File: src/hdl/hms_pkg.sv
package hms_pkg;
   localparam int NUM_FIBRES = 12; // Link monitors
   localparam int NUM_CHIPS = 24; // Two chips per fibre
   localparam int TICK_PERIOD = 70; // Cycles between tick marks
   localparam int FRAME_PHASE = 2; // Tick phase opening a frame
   localparam int HDR_RUN = 4; // Highs forming a header strobe
   localparam int FRAME_TAIL = 274; // Strobe to next tick phase 0
   localparam int HDR_BITS = 8; // Header width per chip
   localparam int HDR_SAMPLES = 16; // Interleaved header samples
   localparam int STAT_W = 6; // Status word per monitor
   localparam int SHIFT_LEN = HDR_BITS + NUM_FIBRES * STAT_W + 1;
   // Register byte offsets
   localparam logic [7:0] OFS_ENABLE = 8'h00;
   localparam logic [7:0] OFS_SIDE = 8'h04;
   localparam logic [7:0] OFS_NUM_EN = 8'h08;
   localparam logic [7:0] OFS_LOCK = 8'h0C;
   localparam logic [7:0] OFS_RESULT = 8'h10;
   // Reset values
   localparam logic [23:0] RST_ENABLE = 24'hFFFFFF;
   localparam logic [11:0] RST_SIDE = 12'h000;
   localparam logic [4:0] RST_NUM_EN = 5'h18;
   // Result register field position
   localparam int RES_FAULT = 8;
   // Bus responses
   localparam logic [1:0] RESP_OKAY = 2'h0;
   localparam logic [1:0] RESP_SLVERR = 2'h2;
   // Supervisor states, Gray along the path
   typedef enum logic [1:0] {
      SV_IDLE = 2'h0,
      SV_HDR = 2'h1,
      SV_SHIFT = 2'h3
   } hms_sv_e;
endpackage

File: src/hdl/hms_sync_monitor.sv
// Local design decisions: the placing of the registers and register access over AXI4-Lite.
`timescale 1ns/1ps
module hms_sync_monitor
(
   input wire logic ref_clk,
   input wire logic rst,
   input wire logic [11:0] fibre_in,
   output logic coincidence_strobe,
   output logic vote_bit,
   output logic [4:0] slice_total,
   output logic fault,
   output logic ser_data,
   output logic ser_valid,
   input wire logic [7:0] s_axi_awaddr,
   input wire logic s_axi_awvalid,
   output logic s_axi_awready,
   input wire logic [31:0] s_axi_wdata,
   input wire logic [3:0] s_axi_wstrb,
   input wire logic s_axi_wvalid,
   output logic s_axi_wready,
   output logic [1:0] s_axi_bresp,
   output logic s_axi_bvalid,
   input wire logic s_axi_bready,
   input wire logic [7:0] s_axi_araddr,
   input wire logic s_axi_arvalid,
   output logic s_axi_arready,
   output logic [31:0] s_axi_rdata,
   output logic [1:0] s_axi_rresp,
   output logic s_axi_rvalid,
   input wire logic s_axi_rready
);

   // Whole module state in one record
   typedef struct packed {
      logic [11:0] meta; // First synchroniser stage
      logic [11:0] sync; // Second stage, the usable sample
      logic [11:0][6:0] tick; // Tick phase per monitor
      logic [11:0][8:0] fcnt; // Position inside a frame
      logic [11:0] in_frame;
      logic [11:0] locked;
      logic [11:0] run; // Frame opening run still high
      logic [11:0] strobe; // Header strobe pulses
      logic [11:0] tm_n; // Timing status, active low
      logic [23:0] hm_n; // Header status per chip
      logic [23:0] ce_n; // Chip error status per chip
      hms_pkg::hms_sv_e sv;
      logic [4:0] pc; // Sample index in extraction
      logic [23:0] part; // Chips still voting
      logic [23:0] seen; // Chips that joined the event
      logic [11:0] b0; // Held first-chip sample
      logic [7:0] median;
      logic fault;
      logic evt;
      logic vote;
      logic [4:0] total;
      logic [80:0] shreg;
      logic [6:0] shcnt;
      logic ser_d;
      logic ser_v;
      logic [23:0] cfg_en;
      logic [11:0] cfg_side;
      logic [4:0] num_en;
      logic aw_ok;
      logic [7:0] awa;
      logic w_ok;
      logic [31:0] wd;
      logic [3:0] ws;
      logic bv;
      logic [1:0] br;
      logic rv;
      logic [31:0] rd;
      logic [1:0] rr;
   } hms_state_s;

   hms_state_s st_ff; // Registered state
   hms_state_s nxt_st; // Next state

   // Number of ones in a chip-wide vector
   function automatic logic [4:0] ones24(input logic [23:0] v);
      logic [4:0] c;
      c = 5'h00;
      for (int i = 0; i < hms_pkg::NUM_CHIPS; i++)
      begin
         c = c + 5'(v[i]);
      end
      return c;
   endfunction

   // Chips expected to work on one fibre
   function automatic logic [1:0] chip_mask(input logic [1:0] en,
                                            input logic side);
      logic [1:0] r;
      r = 2'h0;
      if (en == 2'h1)
      begin
         r = side ? 2'h2 : 2'h1;
      end
      else if (en != 2'h0)
      begin
         r = 2'h3;
      end
      return r;
   endfunction

   // Per-fibre pair into chip order, first chip in the even slot
   function automatic logic [23:0] weave(input logic [11:0] a,
                                         input logic [11:0] b);
      logic [23:0] r;
      r = 24'h000000;
      for (int i = 0; i < hms_pkg::NUM_FIBRES; i++)
      begin
         r[2 * i] = a[i];
         r[2 * i + 1] = b[i];
      end
      return r;
   endfunction

   // Byte-lane merge of a write
   function automatic logic [31:0] merge(input logic [31:0] old,
                                         input logic [31:0] d,
                                         input logic [3:0] be);
      logic [31:0] r;
      r = old;
      for (int i = 0; i < 4; i++)
      begin
         if (be[i])
         begin
            r[8 * i +: 8] = d[8 * i +: 8];
         end
      end
      return r;
   endfunction

   // Next-state logic
   always_comb
   begin
      logic [23:0] cm;
      logic [11:0] act;
      logic [23:0] bits;
      logic [23:0] diff;
      logic [4:0] ones;
      logic [4:0] nact;
      logic [71:0] stw;
      logic x;
      logic nv;
      logic [31:0] rdv;
      cm = 24'h000000;
      act = 12'h000;
      bits = 24'h000000;
      diff = 24'h000000;
      ones = 5'h00;
      nact = 5'h00;
      stw = 72'h0;
      x = 1'b0;
      nv = 1'b0;
      rdv = 32'h00000000;
      nxt_st = st_ff;

      // Input synchroniser
      nxt_st.meta = fibre_in;
      nxt_st.sync = st_ff.meta;

      // Expected chips and active fibres
      for (int m = 0; m < hms_pkg::NUM_FIBRES; m++)
      begin
         cm[2 * m +: 2] = chip_mask(st_ff.cfg_en[2 * m +: 2],
                                    st_ff.cfg_side[m]);
         act[m] = |cm[2 * m +: 2];
      end
      nact = ones24({12'h000, act});

      // Strict majority only; an even split never fires
      nxt_st.evt = {ones24({12'h000, st_ff.strobe & act}), 1'b0}
                   > {1'b0, nact};

      // Link monitors
      for (int m = 0; m < hms_pkg::NUM_FIBRES; m++)
      begin
         x = st_ff.sync[m];
         nxt_st.strobe[m] = 1'b0;
         if (cm[2 * m +: 2] == 2'h0)
         begin
            // Disabled fibre holds still
            nxt_st.locked[m] = 1'b0;
            nxt_st.in_frame[m] = 1'b0;
            nxt_st.tick[m] = 7'h00;
         end
         else if (st_ff.in_frame[m])
         begin
            // Stuck-high input re-arms here every 280 cycles
            nxt_st.fcnt[m] = st_ff.fcnt[m] + 9'h001;
            if (st_ff.fcnt[m] == 9'(hms_pkg::FRAME_TAIL - 1))
            begin
               nxt_st.in_frame[m] = 1'b0;
               nxt_st.tick[m] = 7'h00;
            end
         end
         else if (!st_ff.locked[m])
         begin
            // Hunting: take a high as the expected tick sample
            if (x)
            begin
               nxt_st.locked[m] = 1'b1;
               nxt_st.tick[m] = cm[2 * m] ? 7'h01 : 7'h02;
            end
         end
         else
         begin
            nxt_st.tick[m] = (st_ff.tick[m] == 7'(hms_pkg::TICK_PERIOD - 1))
                             ? 7'h00 : st_ff.tick[m] + 7'h01;
            // Missing tick half drops lock
            if (!x && ((st_ff.tick[m] == 7'h00 && cm[2 * m]) ||
                       (st_ff.tick[m] == 7'h01 && cm[2 * m + 1])))
            begin
               nxt_st.locked[m] = 1'b0;
            end
            if (st_ff.tick[m] == 7'(hms_pkg::FRAME_PHASE))
            begin
               nxt_st.run[m] = x;
            end
            else if (st_ff.tick[m] <
                     7'(hms_pkg::FRAME_PHASE + hms_pkg::HDR_RUN - 1))
            begin
               nxt_st.run[m] = st_ff.run[m] & x;
            end
            else if (st_ff.tick[m] ==
                     7'(hms_pkg::FRAME_PHASE + hms_pkg::HDR_RUN - 1))
            begin
               // Four highs straight after the tick
               if (st_ff.run[m] && x)
               begin
                  nxt_st.strobe[m] = 1'b1;
                  nxt_st.in_frame[m] = 1'b1;
                  nxt_st.fcnt[m] = 9'h000;
               end
            end
         end
         // Timing status, recovers on a coinciding strobe
         if (st_ff.locked[m] && (st_ff.strobe[m] ^ nxt_st.evt))
         begin
            nxt_st.tm_n[m] = 1'b0;
         end
         else if (st_ff.strobe[m] && nxt_st.evt)
         begin
            nxt_st.tm_n[m] = 1'b1;
         end
      end

      // Supervisor
      bits = weave(st_ff.b0, st_ff.sync);
      nxt_st.ser_v = 1'b0;
      unique case (st_ff.sv)
         hms_pkg::SV_IDLE:
         begin
            // Idle shows the count of locked expected chips
            nxt_st.total = ones24(cm & weave(st_ff.locked,
                                             st_ff.locked));
            if (nxt_st.evt)
            begin
               nxt_st.part = cm & weave(st_ff.strobe, st_ff.strobe);
               nxt_st.seen = nxt_st.part;
               // Joining at the right time clears old header flags
               nxt_st.hm_n = st_ff.hm_n | nxt_st.part;
               nxt_st.b0 = st_ff.sync;
               nxt_st.pc = 5'h01;
               nxt_st.fault = 1'b0;
               nxt_st.median = 8'h00;
               nxt_st.sv = hms_pkg::SV_HDR;
            end
         end
         hms_pkg::SV_HDR:
         begin
            nxt_st.pc = st_ff.pc + 5'h01;
            if (!st_ff.pc[0])
            begin
               nxt_st.b0 = st_ff.sync;
            end
            else if (st_ff.pc < 5'(hms_pkg::HDR_SAMPLES))
            begin
               // Slice count and vote, one bit per sample pair
               ones = ones24(st_ff.part & bits);
               nv = {ones, 1'b0} > {1'b0, ones24(st_ff.part)};
               diff = st_ff.part & (bits ^ {24{nv}});
               nxt_st.vote = nv;
               nxt_st.total = ones;
               nxt_st.median = {st_ff.median[6:0], nv};
               nxt_st.part = st_ff.part & ~diff;
               nxt_st.hm_n = st_ff.hm_n & ~diff;
            end
            else
            begin
               // Error bits of every chip that joined
               ones = ones24(st_ff.seen & bits);
               nxt_st.total = ones;
               nxt_st.ce_n = (st_ff.ce_n & ~st_ff.seen) |
                             (st_ff.seen & bits);
               if (ones != 5'h00 && ones != st_ff.num_en)
               begin
                  nxt_st.fault = 1'b1;
               end
               for (int m = 0; m < hms_pkg::NUM_FIBRES; m++)
               begin
                  stw[hms_pkg::STAT_W * m +: hms_pkg::STAT_W] =
                     {st_ff.locked[m], st_ff.tm_n[m],
                      nxt_st.hm_n[2 * m +: 2],
                      nxt_st.ce_n[2 * m +: 2]};
               end
               nxt_st.shreg = {st_ff.median, stw, nxt_st.fault};
               nxt_st.shcnt = 7'(hms_pkg::SHIFT_LEN);
               nxt_st.sv = hms_pkg::SV_SHIFT;
            end
         end
         hms_pkg::SV_SHIFT:
         begin
            // Median first, then status words, fault last
            nxt_st.ser_v = 1'b1;
            nxt_st.ser_d = st_ff.shreg[80];
            nxt_st.shreg = {st_ff.shreg[79:0], 1'b0};
            nxt_st.shcnt = st_ff.shcnt - 7'h01;
            if (st_ff.shcnt == 7'h01)
            begin
               nxt_st.sv = hms_pkg::SV_IDLE;
            end
         end
         default:
         begin
            // Unused code returns to idle
            nxt_st.sv = hms_pkg::SV_IDLE;
         end
      endcase

      // Write channel: address and data taken in either order
      if (s_axi_awvalid && s_axi_awready)
      begin
         nxt_st.aw_ok = 1'b1;
         nxt_st.awa = s_axi_awaddr;
      end
      if (s_axi_wvalid && s_axi_wready)
      begin
         nxt_st.w_ok = 1'b1;
         nxt_st.wd = s_axi_wdata;
         nxt_st.ws = s_axi_wstrb;
      end
      if (st_ff.aw_ok && st_ff.w_ok)
      begin
         nxt_st.aw_ok = 1'b0;
         nxt_st.w_ok = 1'b0;
         nxt_st.bv = 1'b1;
         nxt_st.br = hms_pkg::RESP_OKAY;
         unique case ({st_ff.awa[7:2], 2'h0})
            hms_pkg::OFS_ENABLE:
            begin
               nxt_st.cfg_en = 24'(merge({8'h00, st_ff.cfg_en},
                                         st_ff.wd, st_ff.ws));
            end
            hms_pkg::OFS_SIDE:
            begin
               nxt_st.cfg_side = 12'(merge({20'h00000, st_ff.cfg_side},
                                           st_ff.wd, st_ff.ws));
            end
            hms_pkg::OFS_NUM_EN:
            begin
               nxt_st.num_en = 5'(merge({27'h0, st_ff.num_en},
                                        st_ff.wd, st_ff.ws));
            end
            hms_pkg::OFS_LOCK, hms_pkg::OFS_RESULT:
            begin
               // Read-only, write dropped
               nxt_st.br = hms_pkg::RESP_OKAY;
            end
            default:
            begin
               nxt_st.br = hms_pkg::RESP_SLVERR;
            end
         endcase
      end
      if (st_ff.bv && s_axi_bready)
      begin
         nxt_st.bv = 1'b0;
      end

      // Read channel, answered the cycle after the address
      if (s_axi_arvalid && s_axi_arready)
      begin
         nxt_st.rv = 1'b1;
         nxt_st.rr = hms_pkg::RESP_OKAY;
         unique case ({s_axi_araddr[7:2], 2'h0})
            hms_pkg::OFS_ENABLE: rdv = {8'h00, st_ff.cfg_en};
            hms_pkg::OFS_SIDE: rdv = {20'h00000, st_ff.cfg_side};
            hms_pkg::OFS_NUM_EN: rdv = {27'h0, st_ff.num_en};
            hms_pkg::OFS_LOCK: rdv = {20'h00000, st_ff.locked};
            hms_pkg::OFS_RESULT:
            begin
               rdv = {23'h0, st_ff.fault, st_ff.median};
            end
            default:
            begin
               nxt_st.rr = hms_pkg::RESP_SLVERR;
            end
         endcase
         nxt_st.rd = rdv;
      end
      else if (st_ff.rv && s_axi_rready)
      begin
         nxt_st.rv = 1'b0;
      end
   end

   // State register; reset loads constants only
   always_ff @(posedge ref_clk)
   begin
      if (rst)
      begin
         st_ff <= '0;
         st_ff.tm_n <= 12'hFFF;
         st_ff.hm_n <= 24'hFFFFFF;
         st_ff.ce_n <= 24'hFFFFFF;
         st_ff.sv <= hms_pkg::SV_IDLE;
         st_ff.cfg_en <= hms_pkg::RST_ENABLE;
         st_ff.cfg_side <= hms_pkg::RST_SIDE;
         st_ff.num_en <= hms_pkg::RST_NUM_EN;
      end
      else
      begin
         st_ff <= nxt_st;
      end
   end

   // Outputs; handshake readies are combinational
   assign coincidence_strobe = st_ff.evt;
   assign vote_bit = st_ff.vote;
   assign slice_total = st_ff.total;
   assign fault = st_ff.fault;
   assign ser_data = st_ff.ser_d;
   assign ser_valid = st_ff.ser_v;
   assign s_axi_awready = !st_ff.aw_ok && !st_ff.bv;
   assign s_axi_wready = !st_ff.w_ok && !st_ff.bv;
   assign s_axi_bresp = st_ff.br;
   assign s_axi_bvalid = st_ff.bv;
   assign s_axi_arready = !st_ff.rv;
   assign s_axi_rdata = st_ff.rd;
   assign s_axi_rresp = st_ff.rr;
   assign s_axi_rvalid = st_ff.rv;

endmodule

File: config.mk
export PLATFORM = sky130hd
export DESIGN_NAME = hms_sync_monitor
export DESIGN_NICKNAME = d
export VERILOG_FILES = /design/src/hdl/hms_pkg.sv /design/src/hdl/hms_sync_monitor.sv
export SDC_FILE = /design/constraint.sdc
export NUM_CORES = 2
export LEC_CHECK = 0
export BUFFER_PORTS_ARGS = -buffer_cell sky130_fd_sc_hd__buf_2
export CAP_MARGIN = 10
export CORE_MARGIN = 3
export CORE_UTILIZATION = 26
export DETAILED_ROUTE_END_ITERATION = 8
export SYNTH_ARGS = -nofsm -noshare
export SYNTH_HDL_FRONTEND = slang
export SYNTH_SLANG_ARGS = --single-unit
File: constraint.sdc
create_clock -name ref_clk -period 5.9 [get_ports ref_clk]
set_input_delay 0.59 -clock ref_clk [delete_from_list [all_inputs] [get_ports ref_clk]]
set_output_delay 0.59 -clock ref_clk [all_outputs]
set_load 0.05 [all_outputs]
Yosys cells after proc, flatten, opt, wreduce, memory -nomap -nowiden
Cells that the tools add are included.
W data, S select, Z words.
{"block": "classes", "n_bitwise": 63, "reduce_logical": 316, "mux": 376, "n_eq_ne": 126, "magnitude_cmp": 15, "addsub": 140}
{"operator": "$mux W9", "n": 73}
{"operator": "$add A5 B1 Y5", "n": 90}
{"operator": "$mux W7", "n": 60}
{"operator": "$and A24 B24 Y24", "n": 8}
{"operator": "$pmux W88 S2", "n": 1}
{"operator": "$mux W1", "n": 173}
{"operator": "$reduce_bool A2 Y1", "n": 75}
{"operator": "$pmux W24 S5", "n": 1}
{"operator": "$add A9 B1 Y9 const B", "n": 12}
{"operator": "$eq A9 B9 Y1 const B", "n": 12}
{"operator": "$mux W2", "n": 51}
{"operator": "$mux W24", "n": 4}
{"operator": "$mux W93", "n": 1}
{"operator": "$eq A7 B1 Y1 const B", "n": 13}
{"operator": "$mux W88", "n": 1}
{"operator": "$add A7 B1 Y7 const B", "n": 12}
{"operator": "$eq A7 B2 Y1 const B", "n": 12}
{"operator": "$eq A7 B3 Y1 const B", "n": 12}
{"operator": "$eq A7 B7 Y1 const B", "n": 12}
{"operator": "$logic_not A7 Y1", "n": 12}
{"operator": "$lt A7 B3 Y1 const B", "n": 12}
{"operator": "$logic_and A1 B1 Y1", "n": 81}
{"operator": "$mux W76", "n": 1}
{"operator": "$reduce_and A6 Y1", "n": 12}
{"operator": "other kinds (45)", "n": 295}
{"block": "word_totals", "out_inout_bits": 51, "word_cells": 1154, "ff_bits": 613, "in_bits": 71}

Logic depth before layout (Yosys ltp)
{"block": "logic_depth", "depth_word": 32, "mapped_depth": 22}

Worst setup path before layout
No wires, ideal clock.
{"block": "synth_timing", "path_kind": "register -> register", "start": "reg st_ff[599] (netlist bit)", "end": "reg st_ff[325] (netlist bit)", "setup_slack_ps": 253, "arrival_time_ps": 5519, "setup_time_ps": 127, "t_required_ps": 5773, "path_buffers": 2, "period_less_slack_ps": 5647, "path_stages_with_launch": 20, "cell_sequence": "dfxtp_1 clkbuf_1 and2_1 fa_1 inv_1 fa_1 fa_1 fa_1 fa_1 inv_1 ha_1 fa_1 xor2_1 ha_1 nand3_1 o22ai_1 o21ai_1 buf_2 xor2_1 a22oi_1"}
{"block": "synth_between", "elab_chain_len": 30}
{"element": "start: declaration", "line_no": "hms_sync_monitor.sv:75", "text": "hms_state_s st_ff;"}
{"element": "start signal: assignment", "line_no": "hms_sync_monitor.sv:425", "text": "st_ff <= nxt_st;"}
{"element": "$and A24 B24 Y24", "line_no": "hms_sync_monitor.sv:281", "text": "ones = ones24(st_ff.part & bits);"}
{"element": "$add A3 B1 Y4", "line_no": "hms_sync_monitor.sv:84", "text": "c = c + 5'(v[i]);"}
{"element": "$add A4 B1 Y5", "line_no": "hms_sync_monitor.sv:84"}
{"element": "$add A5 B1 Y5 (19 in series)", "line_no": "hms_sync_monitor.sv:84"}
{"element": "$gt A6 B5 Y1", "line_no": "hms_sync_monitor.sv:282", "text": "nv = {ones, 1'b0} > {1'b0, ones24(st_ff.part)};"}
{"element": "$xor A24 B24 Y24 *", "line_no": "hms_sync_monitor.sv:283", "text": "diff = st_ff.part & (bits ^ {24{nv}});"}
{"element": "$and A24 B24 Y24 *", "line_no": "hms_sync_monitor.sv:283"}
{"element": "$not A24 Y24 *", "line_no": "hms_sync_monitor.sv:288", "text": "nxt_st.hm_n = st_ff.hm_n & ~diff;"}
{"element": "$and A24 B24 Y24 *", "line_no": "hms_sync_monitor.sv:288"}
{"element": "$mux W24 *", "line_no": "hms_sync_monitor.sv:278", "text": "else if (st_ff.pc < 5'(hms_pkg::HDR_SAMPLES))"}
{"element": "$mux W50 *", "line_no": "hms_sync_monitor.sv:274", "text": "if (!st_ff.pc[0])"}
{"element": "$pmux W24 S2 *", "line_no": "hms_sync_monitor.sv:252", "text": "unique case (st_ff.sv)"}
Mark *: on every way between the ends. The rest lies on a longest branch, timed or not. The select of a mux whose other input is x is not followed.
A chain may end at the register's enable or synchronous reset.

Final worst setup path
{"block": "layout_timing", "start": "reg st_ff[603] (netlist bit)", "end": "reg st_ff[343] (netlist bit)"}
{"block": "layout_between", "elab_chain_len": 22}
{"element": "$and A24 B24 Y24", "line_no": "hms_sync_monitor.sv:281"}
{"element": "$add A5 B1 Y5 (13 in series)", "line_no": "hms_sync_monitor.sv:84"}
{"element": "$gt A6 B5 Y1", "line_no": "hms_sync_monitor.sv:282"}
{"element": "$xor A24 B24 Y24", "line_no": "hms_sync_monitor.sv:283"}
{"element": "$and A24 B24 Y24", "line_no": "hms_sync_monitor.sv:283"}
{"element": "$not A24 Y24", "line_no": "hms_sync_monitor.sv:288"}
{"element": "$and A24 B24 Y24", "line_no": "hms_sync_monitor.sv:288"}
{"element": "$mux W24", "line_no": "hms_sync_monitor.sv:278"}
{"element": "$mux W50", "line_no": "hms_sync_monitor.sv:274"}
{"element": "$pmux W24 S2", "line_no": "hms_sync_monitor.sv:252"}
Every way passes these cells. The select of a mux whose other input is x is not followed.

==> impl_metrics.py <==
metrics = {
    "worst_setup_path": {
        "reg2reg_to": "st_ff[343]",
        "rr_startpoint": "st_ff[603]",
        "crit_end": "st_ff[343]",
        "r2r_cells": 20,
        "required_ns": 6.33,
        "crit_arrival_ns": 6.16,
        "end_kind": "flop",
        "r2r_slack_ns": 0.17,
        "crit_chain": "inv_1 > nor2_2 > fa_1 > inv_1 > fa_1 > fa_1 > fa_1 > fa_1 > inv_1 > ha_1 > fa_1 > ha_1 > a21o_1 > a211oi_2 > buf_4 > o21ai_4 > buf_4 > buf_4 > xnor2_2 > a41oi_1",
        "crit_type": "reg -> reg",
        "max_stage_delay_ns": 0.55,
        "cpMostUsedCell": "fa_1",
        "crit_start": "st_ff[603]",
        "crit_fanout": 4,
        "worst_setup_path_start_kind": "flop",
        "cp_slowest_cell": "fa_1",
    },
    "global_route": {
        "grt_start_max_net_pins": 74,
        "grt_pass1_vias": 25342,
        "grt_use_total": 0.144,
        "antenna_found_initial": 1,
        "grt_overflow": 0,
        "grt_pass1_wl_um": 145000,
    },
    "place": {
        "dp_cells": 5324,
        "gp_congestion": 0.861,
        "port_buffers": 98,
        "post-dp-hpwl_um": 66600,
    },
    "layout": {
        "register_area_mm2": 0.0120,
        "fin_nets": 4074,
        "multi_input_area_mm2": 0.0178,
        "synthToLayoutAreaGrowth_pct": 15.8,
        "final_cell_mix": "dfxtp_1 (599), nor2_1 (456), nand2_1 (399)",
        "fillers": 12798,
        "instances_no_fill": 5461,
        "final_core_util": 0.304,
        "final_common_cell": "dfxtp_1",
        "n_antenna_cell": 0,
        "drive_gt1_frac": 0.109,
    },
    "routing": {
        "routed_via_density": 4.89,
        "wire_per_inst_um": 17.1,
        "first_pass_iters": 5,
        "vias": 26684,
        "drtIter0Drc": 2014,
        "finalWirelength_um": 93400,
        "ant_nets": 0,
        "drc": 0,
    },
    "die": {
        "num_io_pins": 122,
        "die_area_mm2": 0.125,
        "die_w_um": 354,
        "die_y_um": 354,
        "start_util": 0.262,
        "core-area_mm2": 0.120,
        "num_rows": 127,
    },
    "timing": {
        "min_period_ns": 5.73,
        "hold_viol_final": 0,
        "max_slew_margin": 0.137,
        "fin_crit_sh": 0.971,
        "fin_worst_skew_ns": 0.0327,
        "final-setup-viol-count": 0,
        "drv_slew": 0,
        "tightest_slew_ns": 1.29,
        "fmax_ghz": 0.175,
    },
    "yosys": {
        "syn_avg_cell_area_um2": 8.44,
        "netlist_area_mm2": 0.0315,
        "synth_edf_count": 0,
        "synth_ff_type": "dfxtp_1",
        "yosysWarnings": 0,
        "syn_inst": 3736,
        "ys_async_sr_fraction": 0,
        "synth_seq_cells": 601,
        "yosys.cell_types.count": 90,
        "yosysSeqAreaShare": 0.382,
    },
    "clock_network": {
        "cts_tree": "done",
        "cts.sinks": 601,
        "clk_latency_ns": 0.63,
        "cts_buffers": 71,
        "cts-hold-fix-buffers": 0,
        "h-tree-depth": 3,
        "cts.reportedPaths.clkPinSlew_ns": 0.06,
        "cts_root_buf": "clkbuf_16",
        "cts_buffer_depth": 3,
    },
    "power_and_ir_drop": {
        "p_per_area_mw_per_mm2": 251,
        "ir_worst_vdd_mv": 0.219,
        "p_total_mw": 9.16,
        "leakage_nw": 14.1,
    },
    "run_status": {
        "status": "finished clean",
    },
    "min_path": {
        "hp-class": "in -> reg",
    },
    "run": {
        "max-cap-violations": 0,
    },
}
## sequential cells by signal, summed over array words and instances, names as in the netlist
signal and flops:
coincidence_strobe 1, fault 1, nxt_st 12, s_axi_bresp 1, s_axi_bvalid 1, s_axi_rdata 24
s_axi_rresp 1, s_axi_rvalid 1, ser_data 1, ser_valid 1, slice_total 5, st_ff 551
vote_bit 1
## cell families after synthesis
logic type      count (synthesis)  synth area share
mux                            71            0.0230
simple gates                 1394             0.208
other cells                     1          0.000119
compound gates                834             0.179
fa+ha+maj                     208             0.102
buf+inv                       465            0.0608
xor+xnor                      162            0.0454
flops                         601             0.382
## Yosys cell counts (all sizes together) (7+ instances only)
cell	instances	area share
o32a	17	0.0054
nor2b	50	0.0099
o31ai	17	0.0040
a32oi	21	0.0058
xor2	125	0.035
o211ai	38	0.0094
nand3	102	0.017
fa	82	0.052
inv	238	0.028
or3	23	0.0050
ha	126	0.050
mux2	12	0.0043
a22oi	44	0.010
o2111ai	33	0.0094
a211oi	32	0.0076
a41oi	12	0.0033
xnor2	36	0.010
nand4b	13	0.0036
a2111oi	11	0.0092
buf	75	0.014
mux2i	59	0.019
a21oi	224	0.036
and4	16	0.0045
a31o	8	0.0022
nand4	45	0.0089
nand2b	29	0.0058
or4b	9	0.0029
nand2	401	0.048
o22ai	10	0.0020
or4	10	0.0024
or4bb	7	0.0025
o21bai	7	0.0018
a31oi	11	0.0022
a21o	27	0.0064
a2bb2oi	17	0.0047
a311oi	21	0.0058
o21ai	228	0.036
or2	13	0.0026
and3	43	0.0086
nor2	460	0.055
nor3	95	0.015
clkbuf	150	0.018
and2	59	0.012
a222oi	12	0.0038
dfxtp	601	0.38
## per-stage QoR
stage / area, um^2 / worst slack, ns / hold WS [ns] / setup TNS [ns]
2_1_floorplan: 31600 / 0.253 / 0.414 / 0
3_3_place_gp: 33900 / -0.0382 / 0.424 / -0.140
3_5_place_dp: 33900 / -0.0346 / 0.426 / -0.283
4_1_cts: 36300 / 0.0805 / 0.110 / 0
5_1_grt: 36500 / -0.0103 / 0.129 / -0.0209
6_report: 36500 / 0.172 / 0.137 / 0
## worst min-delay path by stage
stage / startpoint / endpoint / slack [ns] / cells after the start
2_1_floorplan: nxt_st[598] / st_ff[598] / 0.41 / 1
3_3_place_gp: nxt_st[600] / st_ff[600] / 0.42 / 1
3_5_place_dp: nxt_st[600] / st_ff[600] / 0.43 / 1
4_1_cts: s_axi_rready / s_axi_rvalid / 0.11 / 2
5_1_grt: s_axi_rready / s_axi_rvalid / 0.13 / 2
6_report: s_axi_rready / s_axi_rvalid / 0.14 / 2
## critical path, delay by kind of cell, from the launching register on
kind                     cells  cell delay [ns]
flip-flops                   1             0.32
buffers and inverters        6             0.72
AO/OA/AOI/OAI                4             0.60
AND/OR/NAND/NOR              1             0.06
adder cells (fa/ha/maj)      8             3.68
XOR/XNOR                     1             0.15
## report_power, final
group	internal [mW]	switching [mW]	leakage, nW	total (mW)
clock	2.71	1.79	1.19	4.50
combinational	0.152	0.351	8.09	0.502
sequential	4.11	0.0490	4.86	4.15
## repair_timing
item                       4_1_cts  5_1_grt
buffers inserted                 5        4
gates resized for setup          0       17
setup endpoints to repair       20      102
gates cloned                     0        1
pin swaps                        1        2
hold endpoints to repair         0        0
## layer usage
metal  GRT usage  up-vias  part of all wire
met3      0.0348      156             0.072
met4      0.0571        2             0.036
li1            -    13025                 -
met5           0        -           0.00016
met2       0.225      714              0.44
met1       0.191    12787              0.45
## cell type report
cell class / instances / share of cell area
clock buffer: 105 / 0.0592
multi-input combinational: 2679 / 0.486
timing repair buffer: 202 / 0.0382
inverter: 240 / 0.0248
clock inverter: 22 / 0.00644
tap: 1612 / 0.0553
sequential: 601 / 0.330
Note: power is estimated with default switching activity, not from simulation.
